$ cat src/hdl/bmsc_regs.svh
// Purpose: constants for the board-management signal block
// Assumes: 250 MHz core clock
// Notes: times in ns, debounce count derived from clock period
`ifndef BMSC_REGS_SVH
`define BMSC_REGS_SVH
`define BMSC_CLK_PERIOD_NS 4
`define BMSC_DEBOUNCE_NS 1000000
`define BMSC_DEBOUNCE_CYC (`BMSC_DEBOUNCE_NS / `BMSC_CLK_PERIOD_NS)
`define BMSC_TACH_GATE_CYC 250000000
`define BMSC_PWM_PERIOD_CYC 10000
`define BMSC_SPI_DIV 4
`define BMSC_VCODE_095 3'h2
`define BMSC_VCODE_1025 3'h1
`define BMSC_REV0 3'h0
`define BMSC_REV1 3'h1
`define BMSC_SLOT_MAX 3'h3
`define BMSC_FAN_NUM 4
`define BMSC_TACH_NUM 8
`define BMSC_RXLOSS_NUM 16
`endif

$ cat src/hdl/bmsc_pkg.sv
// Purpose: types for the board-management signal block
// Assumes: nothing
// Notes: volt code meanings and flash sequence states
package bmsc_pkg;
  typedef enum logic [1:0] {
    BMSC_V_UNKNOWN = 2'h0,
    BMSC_V_0P95 = 2'h1,
    BMSC_V_1P025 = 2'h2
  } bmsc_volt_t;
  typedef enum logic [2:0] {
    BMSC_FL_IDLE = 3'h0,
    BMSC_FL_PATH = 3'h1,
    BMSC_FL_UNPROT = 3'h3,
    BMSC_FL_ACTIVE = 3'h2,
    BMSC_FL_DONE = 3'h6
  } bmsc_flash_t;
endpackage

$ cat src/hdl/bmsc_spi_master.sv
// Purpose: byte-wide SPI master, mode 0, MSB first
// Assumes: start only when busy is low
// Notes: used for both the clock module and the config flash
`timescale 1ns/1ns
`include "bmsc_regs.svh"
module bmsc_spi_master #(
  parameter int DIV = `BMSC_SPI_DIV
) (
  input wire logic core_clk_i,
  input wire logic rstn_i,
  input wire logic start_i,
  input wire logic [7:0] tx_i,
  input wire logic miso_i,
  output logic sck_o,
  output logic mosi_o,
  output logic busy_o,
  output logic done_o,
  output logic [7:0] rx_o
);
  initial begin
    if (DIV < 2 || DIV > 255) $error("bmsc_spi_master: DIV out of range");
  end
  logic [7:0] div_q, div_d;
  logic [3:0] bit_q, bit_d;
  logic [7:0] sh_q, sh_d;
  logic [7:0] rx_q, rx_d;
  logic sck_q, sck_d, busy_q, busy_d, done_q, done_d;
  always_comb begin
    div_d = div_q;
    bit_d = bit_q;
    sh_d = sh_q;
    rx_d = rx_q;
    sck_d = sck_q;
    busy_d = busy_q;
    done_d = 1'b0;
    if (!busy_q) begin
      if (start_i) begin
        busy_d = 1'b1;
        sh_d = tx_i;
        bit_d = 4'h0;
        div_d = 8'h00;
      end
    end else if (div_q == 8'(DIV - 1)) begin
      div_d = 8'h00;
      sck_d = ~sck_q;
      if (!sck_q) begin
        rx_d = {rx_q[6:0], miso_i};
      end else begin
        sh_d = {sh_q[6:0], 1'b0};
        bit_d = bit_q + 4'h1;
        if (bit_q == 4'h7) begin
          busy_d = 1'b0;
          done_d = 1'b1;
        end
      end
    end else begin
      div_d = div_q + 8'h01;
    end
  end
  always_ff @(posedge core_clk_i or negedge rstn_i) begin
    if (!rstn_i) begin
      div_q <= 8'h00;
      bit_q <= 4'h0;
      sh_q <= 8'h00;
      rx_q <= 8'h00;
      sck_q <= 1'b0;
      busy_q <= 1'b0;
      done_q <= 1'b0;
    end else begin
      div_q <= div_d;
      bit_q <= bit_d;
      sh_q <= sh_d;
      rx_q <= rx_d;
      sck_q <= sck_d;
      busy_q <= busy_d;
      done_q <= done_d;
    end
  end
  assign sck_o = sck_q;
  assign mosi_o = sh_q[7];
  assign busy_o = busy_q;
  assign done_o = done_q;
  assign rx_o = rx_q;
endmodule

$ cat src/hdl/bmsc_board_mgmt_signal_ctrl.sv
// Purpose: board-management pin logic: LEDs, fans, straps, status, flash and clock SPI
// Assumes: all inputs are free-running board levels; one core clock
// Notes: ADC samples come in already converted; rail scaling is applied here
`timescale 1ns/1ns
`include "bmsc_regs.svh"
module bmsc_board_mgmt_signal_ctrl
  import bmsc_pkg::*;
#(
  parameter int PWM_PERIOD = `BMSC_PWM_PERIOD_CYC,
  parameter int TACH_GATE = `BMSC_TACH_GATE_CYC,
  parameter int DEBOUNCE = `BMSC_DEBOUNCE_CYC,
  parameter int ADC_W = 10
) (
  input wire logic core_clk_i,
  input wire logic rstn_i,
  input wire logic power_led_on_i,
  input wire logic health_ok_i,
  input wire logic [7:0] fan_duty_i [`BMSC_FAN_NUM],
  output logic power_led_drive_o,
  output logic health_led_n_o,
  output logic [`BMSC_FAN_NUM-1:0] fan_pwm_out_o,
  input wire logic [`BMSC_FAN_NUM-1:0] fan_speed_sense_i,
  input wire logic [`BMSC_FAN_NUM-1:0] fan_speed_sense_alt_i,
  output logic [15:0] fan_tach_count_o [`BMSC_TACH_NUM],
  input wire logic [2:0] core_volt_code_i,
  output logic [1:0] core_volt_sel_o,
  input wire logic [ADC_W-1:0] adc_ch_i [5],
  output logic [ADC_W:0] rail_mv_o [5],
  input wire logic input_power_good_i,
  input wire logic inrush_fault_n_i,
  output logic input_power_ok_o,
  output logic inrush_shutdown_o,
  input wire logic backplane_side_i,
  input wire logic [2:0] slot_number_bit_i,
  output logic backplane_right_o,
  output logic [2:0] slot_number_o,
  output logic slot_valid_o,
  input wire logic [2:0] board_revision_bit_i,
  output logic [2:0] board_revision_o,
  input wire logic hub_reset_req_i,
  output logic hub_reset_n_o,
  input wire logic usb_overcurrent_n_i,
  output logic usb_fuse_tripped_o,
  input wire logic [`BMSC_RXLOSS_NUM-1:0] port_rx_loss_i,
  output logic [7:0] rx_loss_top_o,
  output logic [7:0] rx_loss_bottom_o,
  input wire logic front_reset_button_n_i,
  output logic front_reset_pressed_o,
  input wire logic flash_prog_start_i,
  input wire logic flash_prog_end_i,
  input wire logic flash_byte_valid_i,
  input wire logic [7:0] flash_byte_i,
  output logic flash_byte_ready_o,
  output logic flash_path_select_o,
  output logic flash_wp_ctrl_o,
  output logic flash_cs_n_o,
  output logic flash_sck_o,
  output logic flash_si_o,
  input wire logic flash_so_i,
  output logic [7:0] flash_rx_o,
  input wire logic clk_spi_start_i,
  input wire logic clk_spi_end_i,
  input wire logic [7:0] clk_spi_byte_i,
  output logic clk_spi_busy_o,
  output logic [7:0] clk_spi_rx_o,
  output logic clock_chip_select_o,
  output logic clock_spi_sck_o,
  output logic clock_spi_mosi_o,
  input wire logic clock_spi_miso_i
);
  localparam int NSYNC = 4 + 4 + 3 + 2 + 1 + 3 + 3 + 1 + 16 + 1;
  initial begin
    if (PWM_PERIOD < 256 || TACH_GATE < 2 || DEBOUNCE < 1 || ADC_W < 2 || ADC_W > 15)
      $error("bmsc_board_mgmt_signal_ctrl: parameter out of range");
  end
  // Two-stage synchroniser for every status/strap/button input
  logic [NSYNC-1:0] raw, s1_q, s2_q;
  assign raw = {front_reset_button_n_i, port_rx_loss_i, usb_overcurrent_n_i, board_revision_bit_i,
    slot_number_bit_i, backplane_side_i, input_power_good_i, inrush_fault_n_i, core_volt_code_i,
    fan_speed_sense_alt_i, fan_speed_sense_i};
  always_ff @(posedge core_clk_i or negedge rstn_i) begin
    if (!rstn_i) begin
      s1_q <= '1;
      s2_q <= '1;
    end else begin
      s1_q <= raw;
      s2_q <= s1_q;
    end
  end
  logic [3:0] t_main, t_alt;
  logic [2:0] vcode, slot_s, rev_s;
  logic pg_s, hf_s, side_s, oc_s, btn_s;
  logic [15:0] rxl_s;
  assign {btn_s, rxl_s, oc_s, rev_s, slot_s, side_s, pg_s, hf_s, vcode, t_alt, t_main} = s2_q;
  // Tach order: fan n uses sense n*2 (main) and n*2+1 (alt)
  logic [7:0] tach_s, tach_prev_q;
  assign tach_s = {t_alt[3], t_main[3], t_alt[2], t_main[2], t_alt[1], t_main[1], t_alt[0], t_main[0]};
  function automatic logic [1:0] volt_decode(input logic [2:0] c);
    case (c)
      `BMSC_VCODE_095: volt_decode = BMSC_V_0P95;
      `BMSC_VCODE_1025: volt_decode = BMSC_V_1P025;
      default: volt_decode = BMSC_V_UNKNOWN;
    endcase
  endfunction
  // Status and LED registers
  logic [ADC_W:0] rail_d [5], rail_q [5];
  logic st_pled_q, st_hled_q, st_pg_q, st_hf_q, st_side_q, st_sv_q, st_oc_q, st_hub_q;
  logic [1:0] st_volt_q;
  logic [2:0] st_slot_q, st_rev_q;
  logic [7:0] st_top_q, st_bot_q;
  always_comb begin
    for (int i = 0; i < 5; i++) begin
      rail_d[i] = (i < 2) ? {1'b0, adc_ch_i[i]} : {adc_ch_i[i], 1'b0};
    end
  end
  always_ff @(posedge core_clk_i or negedge rstn_i) begin
    if (!rstn_i) begin
      st_pled_q <= 1'b0;
      st_hled_q <= 1'b1;
      st_pg_q <= 1'b0;
      st_hf_q <= 1'b0;
      st_side_q <= 1'b0;
      st_sv_q <= 1'b0;
      st_oc_q <= 1'b0;
      st_hub_q <= 1'b0;
      st_volt_q <= 2'h0;
      st_slot_q <= 3'h0;
      st_rev_q <= 3'h0;
      st_top_q <= 8'h00;
      st_bot_q <= 8'h00;
      for (int i = 0; i < 5; i++) rail_q[i] <= '0;
    end else begin
      st_pled_q <= power_led_on_i;
      st_hled_q <= ~health_ok_i;
      st_pg_q <= pg_s;
      st_hf_q <= ~hf_s;
      st_side_q <= side_s;
      st_slot_q <= slot_s;
      st_sv_q <= (slot_s <= `BMSC_SLOT_MAX);
      st_rev_q <= rev_s;
      st_volt_q <= volt_decode(vcode);
      st_hub_q <= ~hub_reset_req_i;
      st_oc_q <= ~oc_s;
      for (int p = 0; p < 8; p++) begin
        st_top_q[p] <= rxl_s[15-2*p];
        st_bot_q[p] <= rxl_s[14-2*p];
      end
      for (int i = 0; i < 5; i++) rail_q[i] <= rail_d[i];
    end
  end
  // Debounce: report press only after a stable low for DEBOUNCE cycles
  logic [31:0] db_cnt_q, db_cnt_d;
  logic btn_q, btn_d;
  always_comb begin
    db_cnt_d = db_cnt_q;
    btn_d = btn_q;
    if ((~btn_s) == btn_q) begin
      db_cnt_d = 32'h0;
    end else if (db_cnt_q == 32'(DEBOUNCE - 1)) begin
      db_cnt_d = 32'h0;
      btn_d = ~btn_s;
    end else begin
      db_cnt_d = db_cnt_q + 32'h1;
    end
  end
  always_ff @(posedge core_clk_i or negedge rstn_i) begin
    if (!rstn_i) begin
      db_cnt_q <= 32'h0;
      btn_q <= 1'b0;
    end else begin
      db_cnt_q <= db_cnt_d;
      btn_q <= btn_d;
    end
  end
  // Fan PWM and tach gate; tach counts saturate rather than wrap, PWM and gate counters wrap
  logic [31:0] pwm_cnt_q, pwm_cnt_d, gate_q, gate_d;
  logic [3:0] pwm_q, pwm_d;
  logic [15:0] tc_q [8], tc_d [8], tl_q [8], tl_d [8];
  always_comb begin
    pwm_cnt_d = (pwm_cnt_q == 32'(PWM_PERIOD - 1)) ? 32'h0 : pwm_cnt_q + 32'h1;
    gate_d = (gate_q == 32'(TACH_GATE - 1)) ? 32'h0 : gate_q + 32'h1;
    for (int f = 0; f < 4; f++) begin
      pwm_d[f] = ((pwm_cnt_q * 256) < (32'(PWM_PERIOD) * {24'h0, fan_duty_i[f]}));
    end
    for (int t = 0; t < 8; t++) begin
      tl_d[t] = tl_q[t];
      tc_d[t] = tc_q[t];
      if (tach_s[t] && !tach_prev_q[t] && tc_q[t] != 16'hffff) tc_d[t] = tc_q[t] + 16'h1;
      if (gate_q == 32'(TACH_GATE - 1)) begin
        tl_d[t] = tc_d[t];
        tc_d[t] = 16'h0;
      end
    end
  end
  always_ff @(posedge core_clk_i or negedge rstn_i) begin
    if (!rstn_i) begin
      pwm_cnt_q <= 32'h0;
      gate_q <= 32'h0;
      pwm_q <= 4'h0;
      tach_prev_q <= 8'hff; // Matches synchroniser reset, no false edge
      for (int t = 0; t < 8; t++) begin
        tc_q[t] <= 16'h0;
        tl_q[t] <= 16'h0;
      end
    end else begin
      pwm_cnt_q <= pwm_cnt_d;
      gate_q <= gate_d;
      pwm_q <= pwm_d;
      tach_prev_q <= tach_s;
      for (int t = 0; t < 8; t++) begin
        tc_q[t] <= tc_d[t];
        tl_q[t] <= tl_d[t];
      end
    end
  end
  // Flash programming sequence: path, then unprotect, then chip select
  bmsc_flash_t fl_q, fl_d;
  logic fl_start, fl_busy, fl_done;
  logic fl_path_q, fl_wp_q, fl_csn_q, fl_rdy_q;
  always_comb begin
    fl_d = fl_q;
    fl_start = 1'b0;
    case (fl_q)
      BMSC_FL_IDLE: if (flash_prog_start_i) fl_d = BMSC_FL_PATH;
      BMSC_FL_PATH: fl_d = BMSC_FL_UNPROT;
      BMSC_FL_UNPROT: fl_d = BMSC_FL_ACTIVE;
      BMSC_FL_ACTIVE: begin
        if (flash_prog_end_i && !fl_busy) begin
          fl_d = BMSC_FL_DONE;
        end else begin
          fl_start = flash_byte_valid_i && fl_rdy_q;
        end
      end
      BMSC_FL_DONE: fl_d = BMSC_FL_IDLE;
      default: fl_d = BMSC_FL_IDLE;
    endcase
  end
  always_ff @(posedge core_clk_i or negedge rstn_i) begin
    if (!rstn_i) begin
      fl_q <= BMSC_FL_IDLE;
      fl_path_q <= 1'b0;
      fl_wp_q <= 1'b0;
      fl_csn_q <= 1'b1;
      fl_rdy_q <= 1'b0;
    end else begin
      fl_q <= fl_d;
      fl_path_q <= (fl_d != BMSC_FL_IDLE);
      fl_wp_q <= (fl_d == BMSC_FL_UNPROT) || (fl_d == BMSC_FL_ACTIVE);
      fl_csn_q <= (fl_d != BMSC_FL_ACTIVE);
      fl_rdy_q <= (fl_d == BMSC_FL_ACTIVE) && !fl_start && !fl_busy && !fl_done; // Late after a byte, never early
    end
  end
  bmsc_spi_master u_flash_spi (
    .core_clk_i(core_clk_i),
    .rstn_i(rstn_i),
    .start_i(fl_start),
    .tx_i(flash_byte_i),
    .miso_i(flash_so_i),
    .sck_o(flash_sck_o),
    .mosi_o(flash_si_o),
    .busy_o(fl_busy),
    .done_o(fl_done),
    .rx_o(flash_rx_o)
  );
  // Clock module SPI: select held low from first byte until end request
  logic ck_start, ck_busy, ck_sel_q, ck_sel_d, ck_busy_q;
  assign ck_start = clk_spi_start_i && !ck_busy && !ck_busy_q;
  always_comb begin
    ck_sel_d = ck_sel_q;
    if (ck_start) ck_sel_d = 1'b0;
    else if (clk_spi_end_i && !ck_busy && !ck_busy_q) ck_sel_d = 1'b1;
  end
  always_ff @(posedge core_clk_i or negedge rstn_i) begin
    if (!rstn_i) begin
      ck_sel_q <= 1'b1;
      ck_busy_q <= 1'b0;
    end else begin
      ck_sel_q <= ck_sel_d;
      ck_busy_q <= ck_busy || ck_start;
    end
  end
  bmsc_spi_master u_clock_spi (
    .core_clk_i(core_clk_i),
    .rstn_i(rstn_i),
    .start_i(ck_start),
    .tx_i(clk_spi_byte_i),
    .miso_i(clock_spi_miso_i),
    .sck_o(clock_spi_sck_o),
    .mosi_o(clock_spi_mosi_o),
    .busy_o(ck_busy),
    .done_o(),
    .rx_o(clk_spi_rx_o)
  );
  assign power_led_drive_o = st_pled_q;
  assign health_led_n_o = st_hled_q;
  assign fan_pwm_out_o = pwm_q;
  assign fan_tach_count_o = tl_q;
  assign core_volt_sel_o = st_volt_q;
  assign rail_mv_o = rail_q;
  assign input_power_ok_o = st_pg_q;
  assign inrush_shutdown_o = st_hf_q;
  assign backplane_right_o = st_side_q;
  assign slot_number_o = st_slot_q;
  assign slot_valid_o = st_sv_q;
  assign board_revision_o = st_rev_q;
  assign hub_reset_n_o = st_hub_q;
  assign usb_fuse_tripped_o = st_oc_q;
  assign rx_loss_top_o = st_top_q;
  assign rx_loss_bottom_o = st_bot_q;
  assign front_reset_pressed_o = btn_q;
  assign flash_byte_ready_o = fl_rdy_q;
  assign flash_path_select_o = fl_path_q;
  assign flash_wp_ctrl_o = fl_wp_q;
  assign flash_cs_n_o = fl_csn_q;
  assign clk_spi_busy_o = ck_busy_q;
  assign clock_chip_select_o = ck_sel_q;
endmodule

$ cat config.mk
export PLATFORM = sky130hd
export DESIGN_NAME = bmsc_board_mgmt_signal_ctrl
export DESIGN_NICKNAME = d
export VERILOG_FILES = /design/src/hdl/bmsc_pkg.sv /design/src/hdl/bmsc_spi_master.sv /design/src/hdl/bmsc_board_mgmt_signal_ctrl.sv
export VERILOG_INCLUDE_DIRS = /design/src /design/src/hdl
export SDC_FILE = /design/constraint.sdc
export NUM_CORES = 1
export LEC_CHECK = 0
export CAP_MARGIN = 40
export CELL_PAD_IN_SITES_DETAIL_PLACEMENT = 0
export CELL_PAD_IN_SITES_GLOBAL_PLACEMENT = 1
export CORE_ASPECT_RATIO = 1.75
export CORE_MARGIN = 2
export CORE_UTILIZATION = 46
export CTS_CLUSTER_SIZE = 24
export DETAILED_ROUTE_END_ITERATION = 6
export DONT_BUFFER_PORTS = 1
export PLACE_DENSITY_LB_ADDON = 0.1
export RECOVER_POWER = 100
export SLEW_MARGIN = 40
export SYNTH_ARGS = -nofsm -noshare
export SYNTH_HDL_FRONTEND = slang
export SYNTH_SLANG_ARGS = --single-unit
export TNS_END_PERCENT = 30
$ cat constraint.sdc
create_clock -name core_clk_i -period 1.95 [get_ports core_clk_i]
set_input_delay 0.195 -clock core_clk_i [delete_from_list [all_inputs] [get_ports core_clk_i]]
set_output_delay 0.195 -clock core_clk_i [all_outputs]
set_load 0.05 [all_outputs]
==> results of run 1 <==
sequential cells by signal, summed over array words and instances (netlist names), 32 cells and up:
| register | cells |
|---|---|
| fan_tach_count_o | 128 |
| tc_q | 128 |
| rail_mv_o | 50 |
| s1_q | 38 |
| s2_q | 38 |
| db_cnt_q | 32 |
| gate_q | 32 |
| pwm_cnt_q | 32 |
logic make-up (layout without fill, tap and decap cells):
logic type | after synthesis | in the layout | synth area share [%]
compound gates | 373 | 373 | 7.53
mux | 65 | 65 | 2.29
fa+ha+maj | 283 | 283 | 13.3
other cells | 1 | 6 | 0.0128
flops | 593 | 593 | 51.0
xor+xnor | 199 | 199 | 5.95
buf+inv | 224 | 696 | 3.26
simple gates | 987 | 989 | 16.6
final cells by class:
class	count	area, µm²
Timing Repair Buffer	442	4370
Clock inverter	28	273
Inverter	153	597
Sequential cell	593	14900
Tap cell	806	1010
Clock buffer	73	1550
Antenna cell	1	2.50
Fill cell	5291	25700
Multi-Input combinational cell	1914	14700
power groups by stage:
stage               clock network [mW]  registers [mW]  logic [mW]
detailed placement                   0            15.5        8.73
floorplan                            0            15.4        5.74
finish                            10.9            15.3        9.65
global placement                     0            15.4        8.49
CTS                               11.2            15.3        9.17
global route                      11.7            15.4        10.9
path summary, 6_finish.rpt:
check | start | end | slack [ns]
hold reg to reg | s1_q[5]$_DFF_PN1_ | s2_q[5]$_DFF_PN1_ | 0.35
setup / recovery | fan_duty_i[13] | fan_pwm_out_o[2]$_DFF_PN0_ | -1.60
setup reg to reg | gate_q[7]$_DFF_PN0_ | fan_tach_count_o[9]$_DFFE_PN0N_ | -0.29
hold / removal | rstn_i | rail_mv_o[29]$_DFF_PN0_ | -0.73
max in group asynchronous | rstn_i | db_cnt_q[1]$_DFF_PN0_ | -0.02
min in group core_clk_i | board_revision_bit_i[0] | s1_q[17]$_DFF_PN1_ | 0.11
Yosys cell counts (9+ instances only):
cell / n / area (µm²)
nor3_1: 35 / 175
clkbuf_1: 34 / 128
or2_2: 13 / 81.3
and4_1: 18 / 158
nand3_1: 90 / 450
ha_1: 235 / 2940
nand2b_1: 24 / 150
or4_1: 9 / 67.6
xor2_1: 105 / 920
and3_1: 44 / 275
dfrtp_1: 506 / 12700
xnor2_1: 94 / 823
nand4_1: 78 / 488
buf_2: 22 / 110
a21oi_1: 41 / 205
or3_1: 12 / 75.1
buf_6: 9 / 101
o21a_1: 13 / 97.6
nor2b_1: 15 / 93.8
o21ai_0: 147 / 736
nor4_1: 39 / 244
a21o_1: 22 / 165
mux2i_1: 48 / 480
inv_1: 153 / 574
o21ai_1: 70 / 350
mux2_2: 17 / 191
dfstp_2: 87 / 2290
nor3b_1: 18 / 135
a211oi_1: 9 / 67.6
nand2_1: 262 / 983
o211ai_1: 12 / 90.1
nor2_1: 283 / 1060
fa_1: 48 / 961
metal layers:
layer | vias up | routed length [µm] | global-route usage (%)
met4 | 0 | 1990 | 6.20
met2 | 411 | 41100 | 44.0
met1 | 10666 | 28600 | 25.5
met5 | - | 0 | 0
li1 | 10284 | - | -
met3 | 103 | 3760 | 4.40
critical path, stage by stage:
cell,delay [ns]
fa_1,0.56
fa_1,0.44
ha_1,0.31
inv_2,0.04
fa_1,0.47
inv_1,0.04
ha_2,0.16
or4_1,0.46
o311a_1,0.17
o21ai_2,0.08
xor2_1,0.16
ha_1,0.27
a21o_1,0.17
a21o_1,0.18
a21oi_2,0.13
o211ai_1,0.10
a21oi_1,0.13
what timing repair did:
item / in CTS / in global routing
pin swaps: 48 / 85
resized for setup: 196 / 211
hold endpoints to repair: 715 / 399
setup endpoints to repair: 226 / 343
gates cloned: 23 / 8
buffers inserted: 14 / 12
through the flow:
| step | power (mW) | hold slack (ns) | setup TNS, ns | setup WS [ns] |
|---|---|---|---|---|
| 2_1_floorplan | 21.1 | -0.101 | -9.78 | -2.06 |
| 3_3_place_gp | 23.9 | -0.0899 | -18.01 | -2.37 |
| 3_5_place_dp | 24.2 | -0.0890 | -20.65 | -2.37 |
| 4_1_cts | 35.7 | -0.772 | -22.13 | -1.62 |
| 5_1_grt | 38.0 | -0.776 | -125.13 | -1.74 |
| 6_report | 35.8 | -0.734 | -35.51 | -1.60 |
==> summary.txt, run 1 <==
Run status
  • Run status: finished with violations
  • Violated checks: negative hold slack, max-capacitance violations, max-slew violations, negative setup slack

Die
  • Die area: between 60,000 and 70,000 µm²
  • IO Pins: 394
  • Die Wd: about 190 µm
  • Initial Util: 46.4%
  • Die Height: about 340 µm
  • Row cnt: 122
  • Core Box Area: 63,200 µm²

STA
  • Max-slew headroom: -33.1%
  • Crit path time final: 3.55 ns
  • FMAX: around 280 MHz
  • Fin crit share: 182%
  • Final worst slack: -1.60 ns
  • Slew of the pin with the lowest slew margin: 2.00 ns
  • # setup viols final: 228
  • WHS: -0.734 ns
  • RSZ-0062 raised after global routing: true
  • Pins over their slew limit: 267
  • Clk_skew: 0.0333 ns
  • Hold Vio Cnt, Final: 165

Clock network
  • TritonCTS clock tree: done
  • Clk sinks: roughly 590
  • CTS Root Buffer Type: clkbuf_16
  • Worst-Skew Late Latency: 0.63 ns
  • H-Tree Depth: 2
  • Clock buffer depth: 3
  • Clock-pin slew on the worst setup and hold paths: 0.06 ns
  • Number of buffers created by CTS: 54
  • Hold Buf Count CTS: between 100 and 150

Drt
  • Final WL: about 75 mm
  • TritonRoute pass-1 iters: 5
  • DR vias: 21,464
  • Antenna Nets Post-Route: 0
  • Iteration-0 DRC count of the detailed router: 754
  • Via-per-instance ratio: 5.35
  • Wire per inst: about 19 µm
  • DR DRC count: 0

GRT
  • Pin count of the biggest net entering global routing: 594
  • First-pass GRT wire length: 120 mm
  • Gr ovfl total: 0
  • Antenna violations before repair: 1
  • Total track usage: 22.8%
  • Vias in the first global route: 22,697

Power and ir drop
  • VDD IR max: 0.911 mV
  • Pint: 24.1 mW
  • Pleak: 17.6 nW
  • Combinational power share: 27.0%
  • Pwr dens: 956 nW/µm²
  • Reg power frac: 42.7%
  • Clock network fraction of total power: 30.3%
  • Net Sw Power: between 10 and 15 mW
  • Switching share of total power: between 30 and 40%

Placed design
  • Final HPWL DP: approximately 52 mm
  • Cells after DPL: 3,736
  • Cell Area, Placed: 32,300 µm²
  • Port buffer count: 0
  • GPL Wtd Cong: 0.871

Layout
  • Layout cells sized above 1: 25.0%
  • Commonest non-fill, non-tap cell in the layout: dfrtp_1
  • Finished Cell Area: 37,400 µm²
  • Most frequent cells in the layout: dfrtp_1, nor2_1, buf_4, ha_1, nand2_1
  • Fin cells: 4,010
  • Area Overhead vs Synth: 27.8%
  • Final Core Density: 59.3%
  • Fin nets: 3,589

Worst setup path
  • Worst setup SP type: input port
  • Worst Path Required: 2.48 ns
  • Reg2reg path depth: 8
  • WP data arrival: 4.07 ns
  • CP Capture Type: flip-flop
  • Worst-path maximum fanout: 5
  • Setup CP Type: input port to flip-flop

Yosys
  • Sequential fraction of the synthesis area: 51.0%
  • Avg Synthesized Cell Area: 10.8 µm²
  • Ys Warns: 0
  • Synthesis-stage register bit count: 593
  • Distinct cell type count after synthesis: 76
  • Post-synth EDFFs: 0
  • Mapped Cells: roughly 2,700
  • Syn Std Cell Area: 29,300 µm²
  • Ys flop type: dfrtp_1
  • Fraction of registers with async set/reset: between 90% and 100%

Flow run
  • Max Cap Viol: 2

Worst hold path
  • Worst Hold Class: input port to async pin
No activity file was read; power rests on OpenSTA's default activity.
==> run 2: changes to the inputs <==
Settings changed: CORE_MARGIN 2 to 5, HOLD_SLACK_MARGIN set to 0.08.
==> run 2 against run 1 <==
  * The run ends with negative hold slack, negative setup slack left
  * Final cell count up 1.8%
  * Sequential power barely moved
  * Routed wire length is 6.2% higher
  * Cell area rose by 2.0%
  * Flip-flop and latch count is the same
  * Largest power group unchanged
  * Sequential share of layout area shrank 0.77 points
  * Core utilization up 1.2 points
  * Register-to-register slack improved by 0.09 ns
  * Count of clock-buffer cells in the layout is 7 lower
  * Via count rose by 1.6%
  * Hold slack got worse by 0.014 ns
  * Combinational power shrank 2%
==> summary.txt, run 2 (synthesis gave the netlist of run 1 again) <==
Die
  • Row cnt: 122 (unchanged)
  • Initial Util: 46.4% (unchanged)
  • Die area: 69,100 µm² (was 65,800 µm²)
  • IO Pins: 394 (unchanged)
  • Die Height: 344 µm (was 338 µm)
  • Core Box Area: 63,200 µm² (unchanged)
  • Die Wd: 201 µm (was 195 µm)

Layout
  • Area Overhead vs Synth: 30.3% (was 27.8%)
  • Fin nets: 3,659 (was 3,589)
  • Layout cells sized above 1: 24.1% (was 25.0%)
  • Most frequent cells in the layout: dfrtp_1, nor2_1, buf_4, ha_1, nand2_1 (unchanged)
  • Commonest non-fill, non-tap cell in the layout: dfrtp_1 (unchanged)
  • Fin cells: 4,082 (was 4,010)

Placed design
  • Cells after DPL: 3,725 (was 3,736)
  • Worst Setup Slack post-DPL: -2.28 ns (was -2.37 ns)
  • Port buffer count: 0 (unchanged)
  • GPL Wtd Cong: 0.841 (was 0.871)
  • Final HPWL DP: 51.9 mm (was 52.2 mm)

GRT
  • Gr ovfl total: 0 (unchanged)
  • First-pass GRT wire length: 118 mm (was 120 mm)
  • Total track usage: 20.7% (was 22.8%)
  • Pin count of the biggest net entering global routing: 594 (unchanged)
  • Vias in the first global route: 22,242 (was 22,697)
  • Antenna violations before repair: 1 (unchanged)

STA
  • Hold Vio Cnt, Final: 593 (was 165)
  • Pins over their slew limit: 0 (was 267)
  • Post-route setup TNS: -25.16 ns (was -35.51 ns)
  • WHS: -0.748 ns (was -0.734 ns)
  • Final worst slack: -1.62 ns (was -1.60 ns)
  • # setup viols final: 240 (was 228)
  • Fin crit share: 183% (was 182%)
  • Crit path time final: 3.57 ns (was 3.55 ns)
  • FMAX: 280 MHz (was 282 MHz)
  • Max-slew headroom: 26.7% (was -33.1%)
  • Clk_skew: 0.0463 ns (was 0.0333 ns)
  • RSZ-0062 raised after global routing: true (unchanged)
  • Slew of the pin with the lowest slew margin: 1.10 ns (was 2.00 ns)

Worst setup path
  • Worst Path Required: 2.51 ns (was 2.48 ns)
  • Critical R2R Launch: pwm_cnt_q[0]$_DFF_PN0_ (was gate_q[7]$_DFF_PN0_)
  • Worst-path maximum fanout: 5 (unchanged)
  • CP Cell Sequence: fa_1, fa_1, ha_1, inv_2, fa_1, inv_1, ha_2, or4_4, o311a_1, o21ai_1, xor2_1, ha_1, a21o_1, a21o_1, a21oi_2, o211ai_1, a21oi_1 (was fa_1, fa_1, ha_1, inv_2, fa_1, inv_1, ha_2, or4_1, o311a_1, o21ai_2, xor2_1, ha_1, a21o_1, a21o_1, a21oi_2, o211ai_1, a21oi_1)
  • Setup CP Type: input port to flip-flop (unchanged)
  • CP most frequent cell: fa_1 (unchanged)
  • Reg2reg end: pwm_cnt_q[31]$_DFF_PN0_ (was fan_tach_count_o[9]$_DFFE_PN0N_)
  • Reg-to-reg setup timing slack: -0.20 ns (was -0.29 ns)
  • Worst setup SP type: input port (unchanged)
  • Crit path max-delay cell type: or4_4 (was fa_1)
  • CP Capture Type: flip-flop (unchanged)
  • Worst path max stage delay: 0.53 ns (was 0.56 ns)
  • Reg2reg path depth: 6 (was 8)
  • WP data arrival: 4.13 ns (was 4.07 ns)

Drt
  • Wire per inst: 19.6 µm (was 18.8 µm)
  • DR vias: 21,798 (was 21,464)
  • Via-per-instance ratio: 5.34 (was 5.35)
  • TritonRoute pass-1 iters: 5 (unchanged)
  • DR DRC count: 0 (unchanged)
  • Final WL: 80.2 mm (was 75.5 mm)
  • Iteration-0 DRC count of the detailed router: 740 (was 754)
  • Antenna Nets Post-Route: 0 (unchanged)

Power and ir drop
  • Pleak: 17.9 nW (was 17.6 nW)
  • Pwr dens: 940 nW/µm² (was 956 nW/µm²)
  • VDD IR max: 0.953 mV (was 0.911 mV)

Clock network
  • CTS Root Buffer Type: clkbuf_16 (unchanged)
  • H-Tree Depth: 2 (unchanged)
  • Clk sinks: 593 (unchanged)
  • Worst-Skew Late Latency: 0.65 ns (was 0.63 ns)
  • Clock buffer depth: 3 (unchanged)
  • Number of buffers created by CTS: 56 (was 54)
  • Clock-pin slew on the worst setup and hold paths: 0.07 ns (was 0.06 ns)
  • TritonCTS clock tree: done (unchanged)

Worst hold path
  • Worst Hold Class: input port to async pin (unchanged)

Flow run
  • Max Cap Viol: 0 (was 2)

Run status
  • Run status: finished with violations (unchanged)
  • Violated checks: negative hold slack, negative setup slack (was negative hold slack, max-capacitance violations, max-slew violations, negative setup slack)
-- run 2: changes by cell type in the layout (fill, tap and decap cells not counted), moves of 13 or more --
cell,change
clkbuf_16,+27
nand2_2,-28
nand2_4,-13
buf_16,-15
nand2_1,+41
dlygate4sd3_1,+56
-- run 2: where the power goes --
part	total (mW)	switching [mW]	internal, mW
combinational	9.47	4.76	4.71
clock	11.1	5.07	6.03
sequential	15.3	1.87	13.4
-- run 2: worst max path at each step --
stage	start	endpoint	slack [ns]	depth (start not counted)
2_1_floorplan	fan_duty_i[15]	fan_pwm_out_o[2]$_DFF_PN0_	-2.06	17
3_3_place_gp	fan_duty_i[3]	fan_pwm_out_o[3]$_DFF_PN0_	-2.21	19
3_5_place_dp	fan_duty_i[3]	fan_pwm_out_o[3]$_DFF_PN0_	-2.28	19
4_1_cts	fan_duty_i[3]	fan_pwm_out_o[3]$_DFF_PN0_	-1.56	17
5_1_grt	fan_duty_i[31]	fan_pwm_out_o[0]$_DFF_PN0_	-1.73	17
6_report	fan_duty_i[31]	fan_pwm_out_o[0]$_DFF_PN0_	-1.62	17
-- run 2: per-stage QoR --
stage                     hold WS [ns]  utilization, %  total power, mW  instance area (µm²)
final                           -0.748            60.4             35.9                38200
after CTS                       -0.788            56.8             35.9                35900
after global placement         -0.0874            51.0             24.0                32200
after detailed placement       -0.0863            51.0             24.2                32200
after global routing            -0.792            60.4             38.2                38200
after floorplan                 -0.101               -             21.1                29500
-- run 2: layer usage --
| layer | up-vias | routed length, µm | GRT usage, % |
|---|---|---|---|
| met3 | 134 | 4270 | 4.64 |
| met5 | - | 0 | 0 |
| met1 | 10796 | 30000 | 24.2 |
| li1 | 10419 | - | - |
| met2 | 449 | 43700 | 38.5 |
| met4 | 0 | 2220 | 5.67 |
-- run 2: repair_timing --
| action | 4_1_cts | 5_1_grt |
|---|---|---|
| setup endpoints to repair | 163 | 343 |
| cloned | 0 | 51 |
| buffers inserted | 2 | 27 |
| endpoints found under the hold margin | 718 | 595 |
| pin swaps | 12 | 93 |
| hold buffers | 170 | 2 |
| gates resized for setup | 21 | 349 |
-- run 2: worst max-delay path: cells and delay by family --
family | cells | cell delay (ns)
XOR/XNOR | 1 | 0.19
AO/OA/AOI/OAI | 7 | 0.90
buffers and inverters | 2 | 0.08
adder cells (fa/ha/maj) | 6 | 2.23
AND/OR/NAND/NOR | 1 | 0.53
-- run 2: final cells by class --
type	instances	area (µm²)
antenna	1	2.50
clock buffer	66	1470
clock inverter	39	413
fill	5156	25000
inverter	153	597
multi-input combinational	1912	14500
sequential	593	14900
tap	806	1010
timing repair buffer	512	5240
==> run 3: changes to the inputs <==
Settings changed: ABC_AREA set to 1, CORE_UTILIZATION 46 to 43.
==> run 3 against run 2 <==
  * The run ends with negative hold slack, max-capacitance violations, max-slew violations, negative setup slack left
  * Sequential share of layout area shrank 2.5 points
  * Power grew 15%
  * Area after synthesis grew 13%
  * Highest routed layer is now met5
==> summary.txt, run 3 <==
Run status
  • Run status: finished with violations (unchanged)
  • Violated checks: negative hold slack, max-capacitance violations, max-slew violations, negative setup slack (was negative hold slack, negative setup slack)

Drt
  • DR vias: 27,696 (was 21,798)
  • Wire per inst: 16.5 µm (was 19.6 µm)
  • Iteration-0 DRC count of the detailed router: 1,192 (was 740)
  • Via-per-instance ratio: 4.86 (was 5.34)
  • Antenna Nets Post-Route: 0 (unchanged)
  • DR DRC count: 0 (unchanged)
  • Final WL: 94.2 mm (was 80.2 mm)
  • TritonRoute pass-1 iters: 5 (unchanged)

Worst setup path
  • Worst setup SP type: input port (unchanged)
  • Worst setup path end: fan_pwm_out_o[3]$_DFF_PN0_ (was fan_pwm_out_o[0]$_DFF_PN0_)
  • Worst-path maximum fanout: 5 (unchanged)
  • Origin of the worst setup path: fan_duty_i[7] (was fan_duty_i[31])
  • Setup CP Type: input port to flip-flop (unchanged)
  • Critical R2R Launch: gate_q[14]$_DFF_PN0_ (was pwm_cnt_q[0]$_DFF_PN0_)
  • Worst Path Required: 2.46 ns (was 2.51 ns)
  • Reg-to-reg setup timing slack: -0.16 ns (was -0.20 ns)
  • WP data arrival: 3.62 ns (was 4.13 ns)
  • Reg2reg end: fan_tach_count_o[77]$_DFFE_PN0N_ (was pwm_cnt_q[31]$_DFF_PN0_)
  • Reg2reg path depth: 10 (was 6)
  • CP Capture Type: flip-flop (unchanged)

STA
  • Clk_skew: 0.0390 ns (was 0.0463 ns)
  • Fin crit share: 160% (was 183%)
  • Post-route setup TNS: -13.64 ns (was -25.16 ns)
  • Pins over their slew limit: 212 (was 0)
  • Crit path time final: 3.11 ns (was 3.57 ns)
  • Hold Vio Cnt, Final: 193 (was 593)
  • # setup viols final: 214 (was 240)
  • RSZ-0062 raised after global routing: true (unchanged)
  • WHS: -0.737 ns (was -0.748 ns)
  • Final worst slack: -1.16 ns (was -1.62 ns)
  • FMAX: 321 MHz (was 280 MHz)
  • Slew of the pin with the lowest slew margin: 2.07 ns (was 1.10 ns)
  • Max-slew headroom: -38.3% (was 26.7%)

Layout
  • Filler instances: 7,531 (was 5,156)
  • Commonest non-fill, non-tap cell in the layout: nand2_1 (was dfrtp_1)
  • Area Overhead vs Synth: 22.6% (was 30.3%)
  • Layout cells sized above 1: 12.7% (was 24.1%)
  • Most frequent cells in the layout: nand2_1, dfrtp_1, inv_1, nor2_1, nand3_1 (was dfrtp_1, nor2_1, buf_4, ha_1, nand2_1)
  • Fin nets: 5,058 (was 3,659)

Die
  • Core Box Area: 77,000 µm² (was 63,200 µm²)
  • Die Wd: 220 µm (was 201 µm)
  • Die Height: 378 µm (was 344 µm)
  • Initial Util: 43.2% (was 46.4%)
  • IO Pins: 394 (unchanged)
  • Row cnt: 135 (was 122)
  • Die area: 83,200 µm² (was 69,100 µm²)

Placed design
  • Worst Setup Slack post-DPL: -1.93 ns (was -2.28 ns)
  • Final HPWL DP: 70.3 mm (was 51.9 mm)
  • GPL Wtd Cong: 0.894 (was 0.841)
  • Port buffer count: 0 (unchanged)

Clock network
  • TritonCTS clock tree: done (unchanged)
  • Clock-pin slew on the worst setup and hold paths: 0.07 ns (about the same)
  • Hold Buf Count CTS: 178 (was 170)
  • Worst-Skew Late Latency: 0.65 ns (about the same)
  • H-Tree Depth: 2 (unchanged)
  • CTS Root Buffer Type: clkbuf_16 (unchanged)
  • Clock buffer depth: 3 (unchanged)
  • Number of buffers created by CTS: 57 (was 56)
  • Clk sinks: 593 (unchanged)

GRT
  • First-pass GRT wire length: 150 mm (was 118 mm)
  • Total track usage: 22.2% (was 20.7%)
  • Vias in the first global route: 28,393 (was 22,242)
  • Gr ovfl total: 0 (unchanged)
  • Pin count of the biggest net entering global routing: 594 (unchanged)
  • Antenna violations before repair: 2 (was 1)

Power and ir drop
  • Pleak: 21.3 nW (was 17.9 nW)
  • Pwr dens: 1010 nW/µm² (was 940 nW/µm²)
  • VDD IR max: 0.755 mV (was 0.953 mV)
  • Tot Pwr: 41.3 mW (was 35.9 mW)

Yosys
  • Avg Synthesized Cell Area: 8.00 µm² (was 10.8 µm²)
  • Fraction of registers with async set/reset: 100% (unchanged)
  • Ys Warns: 0 (unchanged)
  • Largest area contributor in the netlist: dfrtp_1 (unchanged)
  • Sequential fraction of the synthesis area: 44.9% (was 51.0%)
  • Ys flop type: dfrtp_1 (unchanged)
  • Syn Std Cell Area: 33,300 µm² (was 29,300 µm²)
  • Post-synth top area share: 38.1% (was 43.2%)
  • Commonest cells in the netlist: nand2_1, dfrtp_1, inv_1, nor2_1, nand3_1 (was dfrtp_1, nor2_1, nand2_1, ha_1, inv_1)
  • Most frequent cell after synthesis: nand2_1 (was dfrtp_1)
  • Synthesis-stage register bit count: 593 (unchanged)
  • Largest cells by area after synthesis: dfrtp_1, nand2_1, ha_1 (was dfrtp_1, ha_1, dfstp_2)
  • Mapped Cells: 4,155 (was 2,725)
  • Distinct cell type count after synthesis: 41 (was 76)
  • Post-synth EDFFs: 0 (unchanged)

Worst hold path
  • Worst Hold Class: input port to async pin (unchanged)

Flow run
  • Max Cap Viol: 1 (was 0)
-- run 3: worst min path at each step --
stage | from | end | slack, ns
6_report | rstn_i | slot_number_o[2]$_DFF_PN0_ | -0.74
2_1_floorplan | rstn_i | backplane_right_o$_DFF_PN0_ | -0.10
3_5_place_dp | rstn_i | slot_number_o[2]$_DFF_PN0_ | -0.09
3_3_place_gp | rstn_i | slot_number_o[2]$_DFF_PN0_ | -0.09
4_1_cts | rstn_i | slot_number_o[2]$_DFF_PN0_ | -0.77
5_1_grt | rstn_i | fan_tach_count_o[89]$_DFFE_PN0N_ | -0.78
-- run 3: area by class of cell --
class                           instances  area [µm²]  area share (%)
Clock buffer                           82        1640            4.03
Inverter                              507        1910            4.68
Clock inverter                         25         315           0.774
Tap cell                             1027        1280            3.15
Sequential cell                       593       14900            36.7
Antenna cell                            1        2.50         0.00614
Multi-Input combinational cell       2975       16400            40.2
Timing Repair Buffer                  493        4270            10.5
-- run 3: logic make-up after synthesis --
kind of cell             after synthesis  synth area share (%)
XOR/XNOR                             126                  3.32
buffers and inverters                591                  7.21
flip-flops                           593                  44.9
multiplexers                           7                 0.211
AO/OA/AOI/OAI                        223                  3.88
adder cells (fa/ha/maj)              283                  11.7
other                                  1                0.0113
AND/OR/NAND/NOR                     2331                  28.7
-- run 3: layer usage --
| metal | routed length, µm | vias to the layer above | GRT usage (%) | part of all wire, % |
|---|---|---|---|---|
| met5 | 13 | - | 0 | 0.014 |
| met4 | 3010 | 2 | 6.98 | 3.2 |
| met3 | 4700 | 160 | 4.17 | 5.0 |
| met2 | 50900 | 522 | 42.3 | 54 |
| met1 | 35600 | 12980 | 24.7 | 38 |
| li1 | - | 14032 | - | - |
-- run 3: timing repair --
item | 4_1_cts | 5_1_grt
buffers inserted | 1 | 11
endpoints found under the hold margin | 718 | 433
pin swaps | 29 | 74
endpoints found under the setup margin | 5 | 93
gates cloned | 0 | 1
resized for setup | 18 | 102
-- run 3: through the flow --
step | cells | instance area, µm² | util (%)
after detailed placement | 5401 | 36500 | 47.4
after floorplan | 4159 | 33300 | -
final | 5703 | 40800 | 52.9
after CTS | 5687 | 40400 | 52.4
after global routing | 5703 | 40800 | 52.9
after global placement | 5401 | 36500 | 47.4
-- run 3: report_power, final --
group	internal, mW	switching, mW	total [mW]	leakage, nW
Combinational	6.19	8.26	14.4	13.1
Sequential	13.6	1.72	15.3	7.25
Clock	6.46	5.08	11.5	0.945
-- run 3: worst max-delay path, cell delays in order --
cell and delay, ns:
fa_1 0.49, fa_1 0.49, ha_1 0.30, inv_2 0.04, fa_1 0.48, inv_2 0.05
ha_4 0.28, buf_4 0.11, nand2_2 0.06, nor2_2 0.14, nand3_2 0.10, nand4_1 0.11
nand2_1 0.07, ha_1 0.27, nand2_1 0.06, nor2_2 0.10, nand4_1 0.10, nor2_1 0.11
a21oi_1 0.07
